===== src/logic/sldis_pkg.sv =====
// Package: register map, field layout, timing counts and carriers for the DMA interrupt service block
// Notes on behaviour
// - Writing link control one with bit zero low clears clock-missing flag
// - Servicing flows run independently in any order
// - Channel interrupt raised only when mask enables
// - Clear select: zero clears on read, one write-one-clears
// - Mux select zero splits lines, one merges
// - Interrupt registers reached directly over APB
// - Upper mask bit enables write of table bit
// - Link control registers reached directly over APB
package sldis_pkg;
    localparam int ADDR_W = 12;
    localparam int NUM_CH = 64;
    localparam int TBL_DEPTH = 64;
    localparam int TBL_AW = 6;

    // Register offsets
    localparam logic [11:0] OFS_LINK_CTRL0 = 12'h000;
    localparam logic [11:0] OFS_LINK_CTRL1 = 12'h00C;
    localparam logic [11:0] OFS_CTX_WMASK_UP = 12'h0DC;
    localparam logic [11:0] OFS_IRQ_STAT0 = 12'h3D0;
    localparam logic [11:0] OFS_IRQ_STAT1 = 12'h3D4;
    localparam logic [11:0] OFS_IRQ_MASK0 = 12'h3D8;
    localparam logic [11:0] OFS_IRQ_MASK1 = 12'h3DC;
    localparam logic [11:0] OFS_DMA_CTRL = 12'h3E0;

    // Field positions
    localparam int LC0_LOCK_BIT = 0;
    localparam int LC0_FRAME_LSB = 8;
    localparam int LC1_MISSING_BIT = 0;
    localparam int LC1_ACTIVE_BIT = 1;
    localparam int CTL_CLR_SEL_BIT = 0;
    localparam int CTL_MUX_SEL_BIT = 1;

    // Reset values
    localparam logic [31:0] RST_CTX_WMASK_UP = 32'h00000000;
    localparam logic [31:0] RST_IRQ_MASK = 32'h00000000;
    localparam logic [31:0] RST_IRQ_STAT = 32'h00000000;
    localparam logic [1:0] RST_DMA_CTRL = 2'h0;

    // Timing: link clock declared missing after this long without a rising edge
    localparam int MCLK_PERIOD_NS = 40;
    localparam int CLK_MISS_NS = 1000;
    localparam int CLK_MISS_CYC = CLK_MISS_NS / MCLK_PERIOD_NS;
    localparam int MISS_CNT_W = 6;
    // Link clocks per frame and good frames needed for lock
    localparam int FRAME_CLKS = 64;
    localparam int FRAME_CNT_W = 7;
    localparam int LOCK_FRAMES = 3;

    typedef struct packed {
        logic sel;
        logic enable;
        logic write;
        logic [ADDR_W-1:0] addr;
        logic [31:0] wdata;
    } sldis_apb_req_t;

    typedef struct packed {
        logic missing_evt;
        logic active;
        logic locked;
        logic frame_tick;
    } sldis_link_st_t;
endpackage


===== src/logic/sldis_link_mon.sv =====
// Link clock monitor: clock presence, frame sync lock and frame ticks
`timescale 1ns/1ps
module sldis_link_mon (
    // Clock and reset
    input wire logic mclk,
    input wire logic reset_n,
    input wire logic ce,
    // Link pins
    input wire logic link_clk_pin,
    input wire logic link_sync_pin,
    // Status toward the register side
    output sldis_pkg::sldis_link_st_t link_st
);
    import sldis_pkg::*;

    logic clk_s1_reg, clk_s2_reg, clk_s3_reg;
    logic sync_s1_reg, sync_s2_reg;
    logic [MISS_CNT_W-1:0] miss_cnt_reg;
    logic [FRAME_CNT_W-1:0] bit_cnt_reg;
    logic [2:0] good_cnt_reg;
    sldis_link_st_t st_reg;

    wire link_rise = clk_s2_reg && !clk_s3_reg;
    wire miss_hit = (miss_cnt_reg == MISS_CNT_W'(CLK_MISS_CYC));
    wire sync_seen = link_rise && sync_s2_reg;
    wire on_slot = (bit_cnt_reg == FRAME_CNT_W'(FRAME_CLKS - 1));
    wire frame_overrun = link_rise && !sync_s2_reg && on_slot;
    wire locked_now = (good_cnt_reg == 3'(LOCK_FRAMES));

    always_ff @(posedge mclk or negedge reset_n) begin
        if (!reset_n) begin
            clk_s1_reg <= 1'b0;
            clk_s2_reg <= 1'b0;
            clk_s3_reg <= 1'b0;
            sync_s1_reg <= 1'b0;
            sync_s2_reg <= 1'b0;
        end else if (ce) begin
            clk_s1_reg <= link_clk_pin;
            clk_s2_reg <= clk_s1_reg;
            clk_s3_reg <= clk_s2_reg;
            sync_s1_reg <= link_sync_pin;
            sync_s2_reg <= sync_s1_reg;
        end
    end

    // Miss counter saturates so the missing event fires once per outage
    always_ff @(posedge mclk or negedge reset_n) begin
        if (!reset_n) begin
            miss_cnt_reg <= '0;
        end else if (ce) begin
            if (link_rise) begin
                miss_cnt_reg <= '0;
            end else if (!miss_hit) begin
                miss_cnt_reg <= miss_cnt_reg + MISS_CNT_W'(1);
            end
        end
    end

    // A sync off its slot, a missed sync or a stopped clock restarts lock acquisition
    always_ff @(posedge mclk or negedge reset_n) begin
        if (!reset_n) begin
            bit_cnt_reg <= '0;
            good_cnt_reg <= '0;
        end else if (ce) begin
            if (miss_hit || frame_overrun) begin
                good_cnt_reg <= '0;
                bit_cnt_reg <= '0;
            end else if (sync_seen) begin
                bit_cnt_reg <= '0;
                if (good_cnt_reg == '0 || on_slot) begin
                    good_cnt_reg <= locked_now ? good_cnt_reg : good_cnt_reg + 3'(1);
                end else begin
                    good_cnt_reg <= 3'(1);
                end
            end else if (link_rise) begin
                bit_cnt_reg <= bit_cnt_reg + FRAME_CNT_W'(1);
            end
        end
    end

    always_ff @(posedge mclk or negedge reset_n) begin
        if (!reset_n) begin
            st_reg <= '0;
        end else if (ce) begin
            st_reg.missing_evt <= miss_hit && (miss_cnt_reg != '0) && !st_reg.missing_evt && st_reg.active;
            st_reg.active <= !miss_hit;
            st_reg.locked <= locked_now && !miss_hit;
            // A sync that lands on the timeout edge must not tick while lock is being dropped
            st_reg.frame_tick <= sync_seen && locked_now && on_slot && !miss_hit;
        end
    end

    assign link_st = st_reg;
endmodule


===== src/logic/sldis_top.sv =====
// DMA channel interrupt service, link status registers and context write mask
`timescale 1ns/1ps
module sldis_top (
    // Clock, reset, enable
    input wire logic mclk,
    input wire logic reset_n,
    input wire logic ce,
    // APB slave
    input sldis_pkg::sldis_apb_req_t apb_req,
    output logic [31:0] prdata,
    output logic pready,
    output logic pslverr,
    // Channel events from DMA engine, one-cycle pulses
    input wire logic [sldis_pkg::NUM_CH-1:0] ch_event,
    // Interrupt lines
    output logic irq0,
    output logic irq1,
    // Channel table upper word port
    input wire logic tbl_we,
    input wire logic [sldis_pkg::TBL_AW-1:0] tbl_addr,
    input wire logic [31:0] tbl_wdata,
    output logic [31:0] tbl_rdata,
    // Link pins
    input wire logic link_clk_pin,
    input wire logic link_sync_pin
);
    import sldis_pkg::*;

    logic [NUM_CH-1:0] st_reg, st_next, mask_reg;
    logic [31:0] wmask_reg;
    logic clr_sel_reg, mux_sel_reg;
    logic missing_reg;
    logic [7:0] frame_cnt_reg;
    logic [31:0] prdata_reg;
    logic irq0_reg, irq1_reg;
    logic [31:0] tbl_rdata_reg;
    logic [31:0] tbl_mem [TBL_DEPTH];
    sldis_link_st_t link_st;

    sldis_link_mon u_link (
        .mclk(mclk),
        .reset_n(reset_n),
        .ce(ce),
        .link_clk_pin(link_clk_pin),
        .link_sync_pin(link_sync_pin),
        .link_st(link_st)
    );

    function automatic logic hit(input logic [ADDR_W-1:0] a, input logic [11:0] ofs);
        hit = (a == ofs);
    endfunction

    // Decode; pready follows ce, so an access completes in its first access cycle with ce high
    wire setup = apb_req.sel && !apb_req.enable;
    wire access = apb_req.sel && apb_req.enable && ce;
    wire wr = access && apb_req.write;
    wire rd = access && !apb_req.write;
    wire [ADDR_W-1:0] a = apb_req.addr;
    wire [31:0] wd = apb_req.wdata;
    wire sel_lc0 = hit(a, OFS_LINK_CTRL0);
    wire sel_lc1 = hit(a, OFS_LINK_CTRL1);
    wire sel_wm = hit(a, OFS_CTX_WMASK_UP);
    wire sel_st0 = hit(a, OFS_IRQ_STAT0);
    wire sel_st1 = hit(a, OFS_IRQ_STAT1);
    wire sel_mk0 = hit(a, OFS_IRQ_MASK0);
    wire sel_mk1 = hit(a, OFS_IRQ_MASK1);
    wire sel_ctl = hit(a, OFS_DMA_CTRL);
    wire mapped = sel_lc0 || sel_lc1 || sel_wm || sel_st0 || sel_st1 || sel_mk0 || sel_mk1 || sel_ctl;

    // Read data is captured in the setup cycle so prdata comes from a flip-flop
    wire [31:0] lc0_val = (32'(link_st.locked) << LC0_LOCK_BIT) | (32'(frame_cnt_reg) << LC0_FRAME_LSB);
    wire [31:0] lc1_val = (32'(missing_reg) << LC1_MISSING_BIT) | (32'(link_st.active) << LC1_ACTIVE_BIT);
    wire [31:0] ctl_val = (32'(clr_sel_reg) << CTL_CLR_SEL_BIT) | (32'(mux_sel_reg) << CTL_MUX_SEL_BIT);
    logic [31:0] rd_mux;
    assign rd_mux = sel_lc0 ? lc0_val :
                    sel_lc1 ? lc1_val :
                    sel_wm ? wmask_reg :
                    sel_st0 ? st_reg[31:0] :
                    sel_st1 ? st_reg[63:32] :
                    sel_mk0 ? mask_reg[31:0] :
                    sel_mk1 ? mask_reg[63:32] :
                    sel_ctl ? ctl_val : 32'h00000000;

    assign pready = ce;
    assign pslverr = apb_req.sel && apb_req.enable && !mapped;
    assign prdata = prdata_reg;

    always_ff @(posedge mclk or negedge reset_n) begin
        if (!reset_n) begin
            prdata_reg <= 32'h00000000;
        end else if (ce && setup) begin
            prdata_reg <= rd_mux;
        end
    end

    // Clear-on-read removes exactly the bits returned; a new event in the same cycle survives
    wire [31:0] clr_lo = ((rd && !clr_sel_reg && sel_st0) ? prdata_reg : 32'h00000000) |
                         ((wr && clr_sel_reg && sel_st0) ? wd : 32'h00000000);
    wire [31:0] clr_hi = ((rd && !clr_sel_reg && sel_st1) ? prdata_reg : 32'h00000000) |
                         ((wr && clr_sel_reg && sel_st1) ? wd : 32'h00000000);
    assign st_next = (st_reg & ~{clr_hi, clr_lo}) | ch_event;

    always_ff @(posedge mclk or negedge reset_n) begin
        if (!reset_n) begin
            st_reg <= {RST_IRQ_STAT, RST_IRQ_STAT};
            mask_reg <= {RST_IRQ_MASK, RST_IRQ_MASK};
            {mux_sel_reg, clr_sel_reg} <= RST_DMA_CTRL;
            wmask_reg <= RST_CTX_WMASK_UP;
        end else if (ce) begin
            st_reg <= st_next;
            if (wr && sel_mk0) mask_reg[31:0] <= wd;
            if (wr && sel_mk1) mask_reg[63:32] <= wd;
            if (wr && sel_ctl) begin
                clr_sel_reg <= wd[CTL_CLR_SEL_BIT];
                mux_sel_reg <= wd[CTL_MUX_SEL_BIT];
            end
            if (wr && sel_wm) wmask_reg <= wd;
        end
    end

    // Status, link flags and command polling share no sequencing, so software may interleave them
    wire [NUM_CH-1:0] pend = st_reg & mask_reg;
    wire line0 = mux_sel_reg ? |pend : |pend[31:0];
    wire line1 = !mux_sel_reg && |pend[63:32];

    always_ff @(posedge mclk or negedge reset_n) begin
        if (!reset_n) begin
            irq0_reg <= 1'b0;
            irq1_reg <= 1'b0;
        end else if (ce) begin
            irq0_reg <= line0;
            irq1_reg <= line1;
        end
    end
    assign irq0 = irq0_reg;
    assign irq1 = irq1_reg;

    // Clock-missing flag: any link control one write with bit zero low clears it, a fresh outage wins
    always_ff @(posedge mclk or negedge reset_n) begin
        if (!reset_n) begin
            missing_reg <= 1'b0;
            frame_cnt_reg <= 8'h00;
        end else if (ce) begin
            if (link_st.missing_evt) begin
                missing_reg <= 1'b1;
            end else if (wr && sel_lc1 && !wd[LC1_MISSING_BIT]) begin
                missing_reg <= 1'b0;
            end
            if (link_st.frame_tick) frame_cnt_reg <= frame_cnt_reg + 8'h01;
        end
    end

    // Upper table word: masked bits keep their stored value
    wire [31:0] tbl_old = tbl_mem[tbl_addr];
    wire [31:0] tbl_merged = (tbl_wdata & wmask_reg) | (tbl_old & ~wmask_reg);
    always_ff @(posedge mclk) begin
        if (ce && tbl_we) tbl_mem[tbl_addr] <= tbl_merged;
    end
    always_ff @(posedge mclk or negedge reset_n) begin
        if (!reset_n) begin
            tbl_rdata_reg <= 32'h00000000;
        end else if (ce) begin
            tbl_rdata_reg <= tbl_mem[tbl_addr];
        end
    end
    assign tbl_rdata = tbl_rdata_reg;
endmodule


===== config.mk =====
export PLATFORM = sky130hd
export DESIGN_NAME = sldis_top
export DESIGN_NICKNAME = d
export VERILOG_FILES = /design/src/logic/sldis_pkg.sv /design/src/logic/sldis_link_mon.sv /design/src/logic/sldis_top.sv
export SDC_FILE = /design/constraint.sdc
export NUM_CORES = 2
export LEC_CHECK = 0
export ABC_AREA = 0
export BUFFER_PORTS_ARGS = -buffer_cell sky130_fd_sc_hd__buf_2
export CAP_MARGIN = 20
export CORE_MARGIN = 4
export CORE_UTILIZATION = 40
export CTS_CLUSTER_DIAMETER = 40
export DETAILED_ROUTE_END_ITERATION = 8
export PLACE_DENSITY = 0.58
export SLEW_MARGIN = 10
export SYNTH_ARGS = -nofsm -noshare
export SYNTH_HDL_FRONTEND = slang
export SYNTH_SLANG_ARGS = --single-unit
export TNS_END_PERCENT = 1

===== constraint.sdc =====
create_clock -name mclk -period 4.3 [get_ports mclk]
set_input_delay 0.215 -clock mclk [delete_from_list [all_inputs] [get_ports mclk]]
set_output_delay 0.215 -clock mclk [all_outputs]
set_load 0.05 [all_outputs]

After elaboration in Yosys (flattened, before gate mapping). Memory sizes are Yosys's and may differ from the RTL's. Cells that the tools add are included.

Add/sub/neg operators: 4. Equality and inequality tests: 12. Muxes and demuxes: 26. Bitwise operators: 13. Reduce and logical (&&, ||, !) cells: 69.

Operator list (count): $mux 32 (11); $and 64x64->64 (2); $or 32x32->32 (3); $and 32x32->32 (2); $not 64->64 (1); $or 64x64->64 (1); $reduce_or 32->1 (2); $reduce_or 64->1 (1); $eq 12x10->1 const B (5); $logic_and 1x1->1 (32); $not 32->32 (1); $mux 7 (3); $or 1x16->16 (1); $reduce_and 2->1 (8); $eq 12x4->1 const B (1); $eq 12x8->1 const B (1); $logic_not 12->1 (1); $mux 3 (4); $mux 6 (2); $logic_not 1->1 (10); $logic_or 1x1->1 (9); $add 8x1->8 const B (1); $add 7x1->7 const B (1); $eq 7x6->1 const B (1); other kinds (14) (20).

Register bits after elaboration: 262. Bits in writable memories: 2048. Bits of input ports: 155. Output and inout port bits: 68. Logic and storage cells: 149. Memories kept: 1.

Memories: tbl_mem (depth 64, width 32, rd ports 1, clocked after Yosys merged registers in 0, write ports 1, RTL line sldis_top.sv:37) `logic [31:0] tbl_mem [TBL_DEPTH];`.

Depth between registers and ports, before layout.
Word-level depth: 10. Mapped depth: 12. Gate-level depth less buffers: 7.

Cells and area by module. A second synthesis with hierarchy kept.

Cell total of the unflattened synthesis: 5313. Area, all modules: 91694.2 um^2.

Modules (own cells, without submodules): sldis_top (instances 1, cells an instance 5186, area an instance 90381.7 um^2, sequential area each 67429.7 um^2); sldis_link_mon (instances 1, cells an instance 127, area an instance 1312.5 um^2, sequential area each 625.6 um^2).

Worst setup path after synthesis. No wires, ideal clock.

Kind: input port to flip-flop. Start: in tbl_addr[2] (netlist bit). End: mem tbl_mem[0][25] (data pin). Setup time: 588 ps. Data arrival time: 3697 ps. Data required time: 3712 ps. Path slack: 14 ps. Stages: 10. Path buffers: 4. Path through: buf_2 -> nor2b_1 -> clkbuf_1 -> buf_2 -> buf_1 -> a221oi_1 -> nor2_1 -> o21ai_0 -> and4_1 -> a31oi_1.

Word-level cells in the longest chain between the ends: 3.

RTL lines: start: declaration (RTL line sldis_top.sv:20) `input wire logic [sldis_pkg::TBL_AW-1:0] tbl_addr,`; $mem_v2 64x32; $and 32x32->32 (RTL line sldis_top.sv:155) `wire [31:0] tbl_merged = (tbl_wdata & wmask_reg) | (tbl_old & ~wmask_reg);`; $or 32x32->32 (RTL line sldis_top.sv:155); net tbl_merged[25] (RTL line sldis_top.sv:155); end: declaration (RTL line sldis_top.sv:37).

The timed path passes the listed nets, and every way through them passes these cells.

Final worst setup path.
Start: mem tbl_mem[23][16]. End: mem tbl_mem[35][16] (data pin).

Word-level cells in the longest chain between the ends: 3.

RTL lines (RTL line): $mem_v2 64x32; $and 32x32->32 (sldis_top.sv:155); $or 32x32->32 (sldis_top.sv:155); net tbl_merged[16] (sldis_top.sv:155).

The timed path passes the listed nets, and every way through them passes these cells.

==> run metrics <==
outcome=finished clean; RSZ-0062 raised after global routing=false; Yosys top cell by area=edfxtp_1; count leader, synth=edfxtp_1; final clock skew=0.0756 ns; Max Slew Vio Count=0; final setup vio count=0; Combinational Power Share=7.8%; Mapped Nets=5483; Num Clock Sinks=2310; Die W=486 µm; layout cell share with drive strength beyond 1=a little over a quarter; Total Power=approximately 57 mW; Residual DRC=0; area taken by flip-flops and latches=roughly 70000 µm²; Commonest cells post-synth=edfxtp_1, a22oi_1, mux2i_1, dfrtp_1, mux2_2; drt via density=approximately 6.4; Top Ports=approximately 220; flops & latches, synth=about 2300; Root Buffer=clkbuf_16; Slew HR=19.7%; Setup Fix Bufs, Post-CTS=0; Post-synth EDFFs=2048; Die Y=486 µm; crit path cell chain=mux2_1 -> a221o_1 -> a221o_1 -> a22oi_1 -> nand4_1 -> mux2_2 -> buf_4; Clock Latency Late Sink=0.96 ns; GRT Total Usage=29.3%; Routed WL=354000 µm; vias in the first global route=58523; largest net degree at the start of global routing=76; TritonCTS Buffers=340; drt first pass iters=8; Mapped Area=91600 µm²; fillcell total=18529; post-DR wirelength/cell=37.5 µm; slowest stage cell on the critical path=a22oi_1; Place WS=-0.228 ns; Critical Path Most Common Cell=a221o_1; first-pass GRT wire length=483000 µm; CTS tree=built; synthesized instance count=5320; worst setup margin=0.413 ns; Post-DRT Antenna Nets=0; switch share=about a quarter; Crit. End Element=register; Largest register FFs=2048; CP Max Fanout=44; footprint of the multi-input gates=between 20000 and 25000 µm²; Power Dens Cells=around 500 nW/µm²; CORE AREA=between 200000 and 250000 µm²; total die area=~240000 µm²; # nets final=6322; P_sw=between 10 and 15 mW; Rows=175; hold crit path type=in2reg; initial antenna violation count=24; peak supply drop=0.337 mV; grt total ovfl=0; Inst Count DP=8626; IO Port Bufs=222; Int Power=approximately 43 mW; routed vias=roughly 60000; CP startpoint kind=register; Max-Cap Viols=0; YS warnings=0; register area share after synthesis=74.3%; Bufs on Longest Clock Path=4; Clock transition at path regs=0.05 ns; Hold Violations, Final=0; top-area cell type share of the netlist area=67.2%; routability cong.=0.939; dominant cells by area after synthesis=edfxtp_1, dfrtp_1, mux4_2; DRT iter0 DRCs=approximately 9900; Tmin final=3.89 ns; Layout Cells excl Fill=9451; dpl hpwl=219000 µm; CTS H-tree depth=5; LEAKAGE=approximately 39 nW; Initial Util=40.2%; Flop pwr share=44.3%; Async S/R FF share, synth=approximately 11%; area grow syn2layout=24.2%; Avg Cell Area, Syn=approximately 17 µm²; Resized cells post-CTS=0; Crit path arrival time=about 4.5 ns; Worst path max stage delay=0.78 ns; Clk pwr share=47.9%; highest clock rate=257 MHz; Worst-Margin Slew=1.20 ns; CTS Hold Buffers Added=196; library cells used by synthesis=87; Critical Path RT=4.89 ns; prevailing post-synth register cell=edfxtp_1; fin crit share=between 90% and 100%; crit path kind=reg2reg
[final timing paths]
path	slack, ns	from	endpoint	cells after the start
max	0.41	tbl_mem[23][16]	tbl_mem[35][16]	7
min	0.03	tbl_wdata[11]	tbl_mem[29][11]	4
max reg2reg	0.41	tbl_mem[23][16]	tbl_mem[35][16]	7
min reg2reg	0.49	frame_cnt_reg[7]	frame_cnt_reg[7]	1
max in group asynchronous	2.88	reset_n	prdata[9]	4
min in group asynchronous	0.41	reset_n	st_reg[31]	3
[logic make-up (layout without fill, tap and decap cells)]
group,count (synthesis),after routing,synth area share [%]
adders and majority gates,8,8,0.109
muxes,665,665,9.41
buffers and inverters,415,1515,2.21
other,0,22,0
DFF,2310,2310,74.3
xor gates and xnor gates,14,14,0.134
AOI/OAI and AO/OA,1273,1273,10.3
and+or+nand+nor,635,635,3.48
[power by group through the flow]
stage	clock network (mW)	registers, mW	logic (mW)
CTS	27.5	25.3	4.32
global route	28.6	25.3	4.55
floorplan	0	25.9	1.77
detailed placement	0	25.7	4.21
finish	27.3	25.3	4.45
global placement	0	25.7	4.15
[worst max-delay path, delay by kind of cell, from the launching register on]
| kind | cells | cell delay [ns] |
|---|---|---|
| AND/OR/NAND/NOR | 1 | 0.62 |
| AO/OA/AOI/OAI | 3 | 1.44 |
| flip-flops | 1 | 0.36 |
| buffers and inverters | 1 | 0.29 |
| multiplexers | 2 | 0.82 |
[metal layers]
layer,routed length [µm],track usage [%],part of all wire [%]
met1,130000,38.5,37
met2,157000,44.3,44
met3,44800,7.98,13
met4,22300,16.1,6.3
met5,34,0,0.0096
[layout make-up]
class | count | area share, %
timing repair buffer | 870 | 7.06
multi-input combinational | 2595 | 19.8
tap | 3009 | 3.31
clock buffer | 380 | 7.74
antenna | 22 | 0.0484
clock inverter | 223 | 2.04
sequential | 2310 | 59.8
inverter | 42 | 0.147
[per-stage QoR]
stage | setup TNS [ns] | instance area [µm²] | util (%) | hold WS [ns]
global placement | -6.37 | 101000 | 44.2 | 0.385
CTS | 0 | 114000 | 50.0 | 0.00753
floorplan | 0 | 91600 | - | -0.0806
detailed placement | -10.73 | 101000 | 44.2 | 0.386
global route | 0 | 114000 | 50.0 | 0.0181
finish | 0 | 114000 | 50.0 | 0.0316
[placed cells by master, fill, tap and decap left out, types with 19 or more instances in the layout]
master            n
buf_2           217
diode_2          22
a21oi_1         116
a31oi_1          41
clkbuf_16       345
o221ai_1         36
nor2_4           67
mux2_2          248
inv_1            39
o22ai_1         104
mux4_2          130
inv_6            50
o22a_1           25
clkinv_1         24
clkbuf_1         31
buf_4           329
buf_12          120
nand2_1         156
bufinv_16        28
clkinvlp_4       34
a221oi_1        206
nand4_1          26
nor3_1           34
clkinv_4         33
a22oi_1         289
o2bb2ai_1        20
nand3_1          27
dlygate4sd3_1   195
inv_8            19
a221o_1          47
mux2i_1         265
edfxtp_1       2048
nor2_1          145
a22o_1          117
dfrtp_1         262
o21ai_0         126
clkinv_2         34
nand3b_1         19
(Power assumes the default switching activity.)
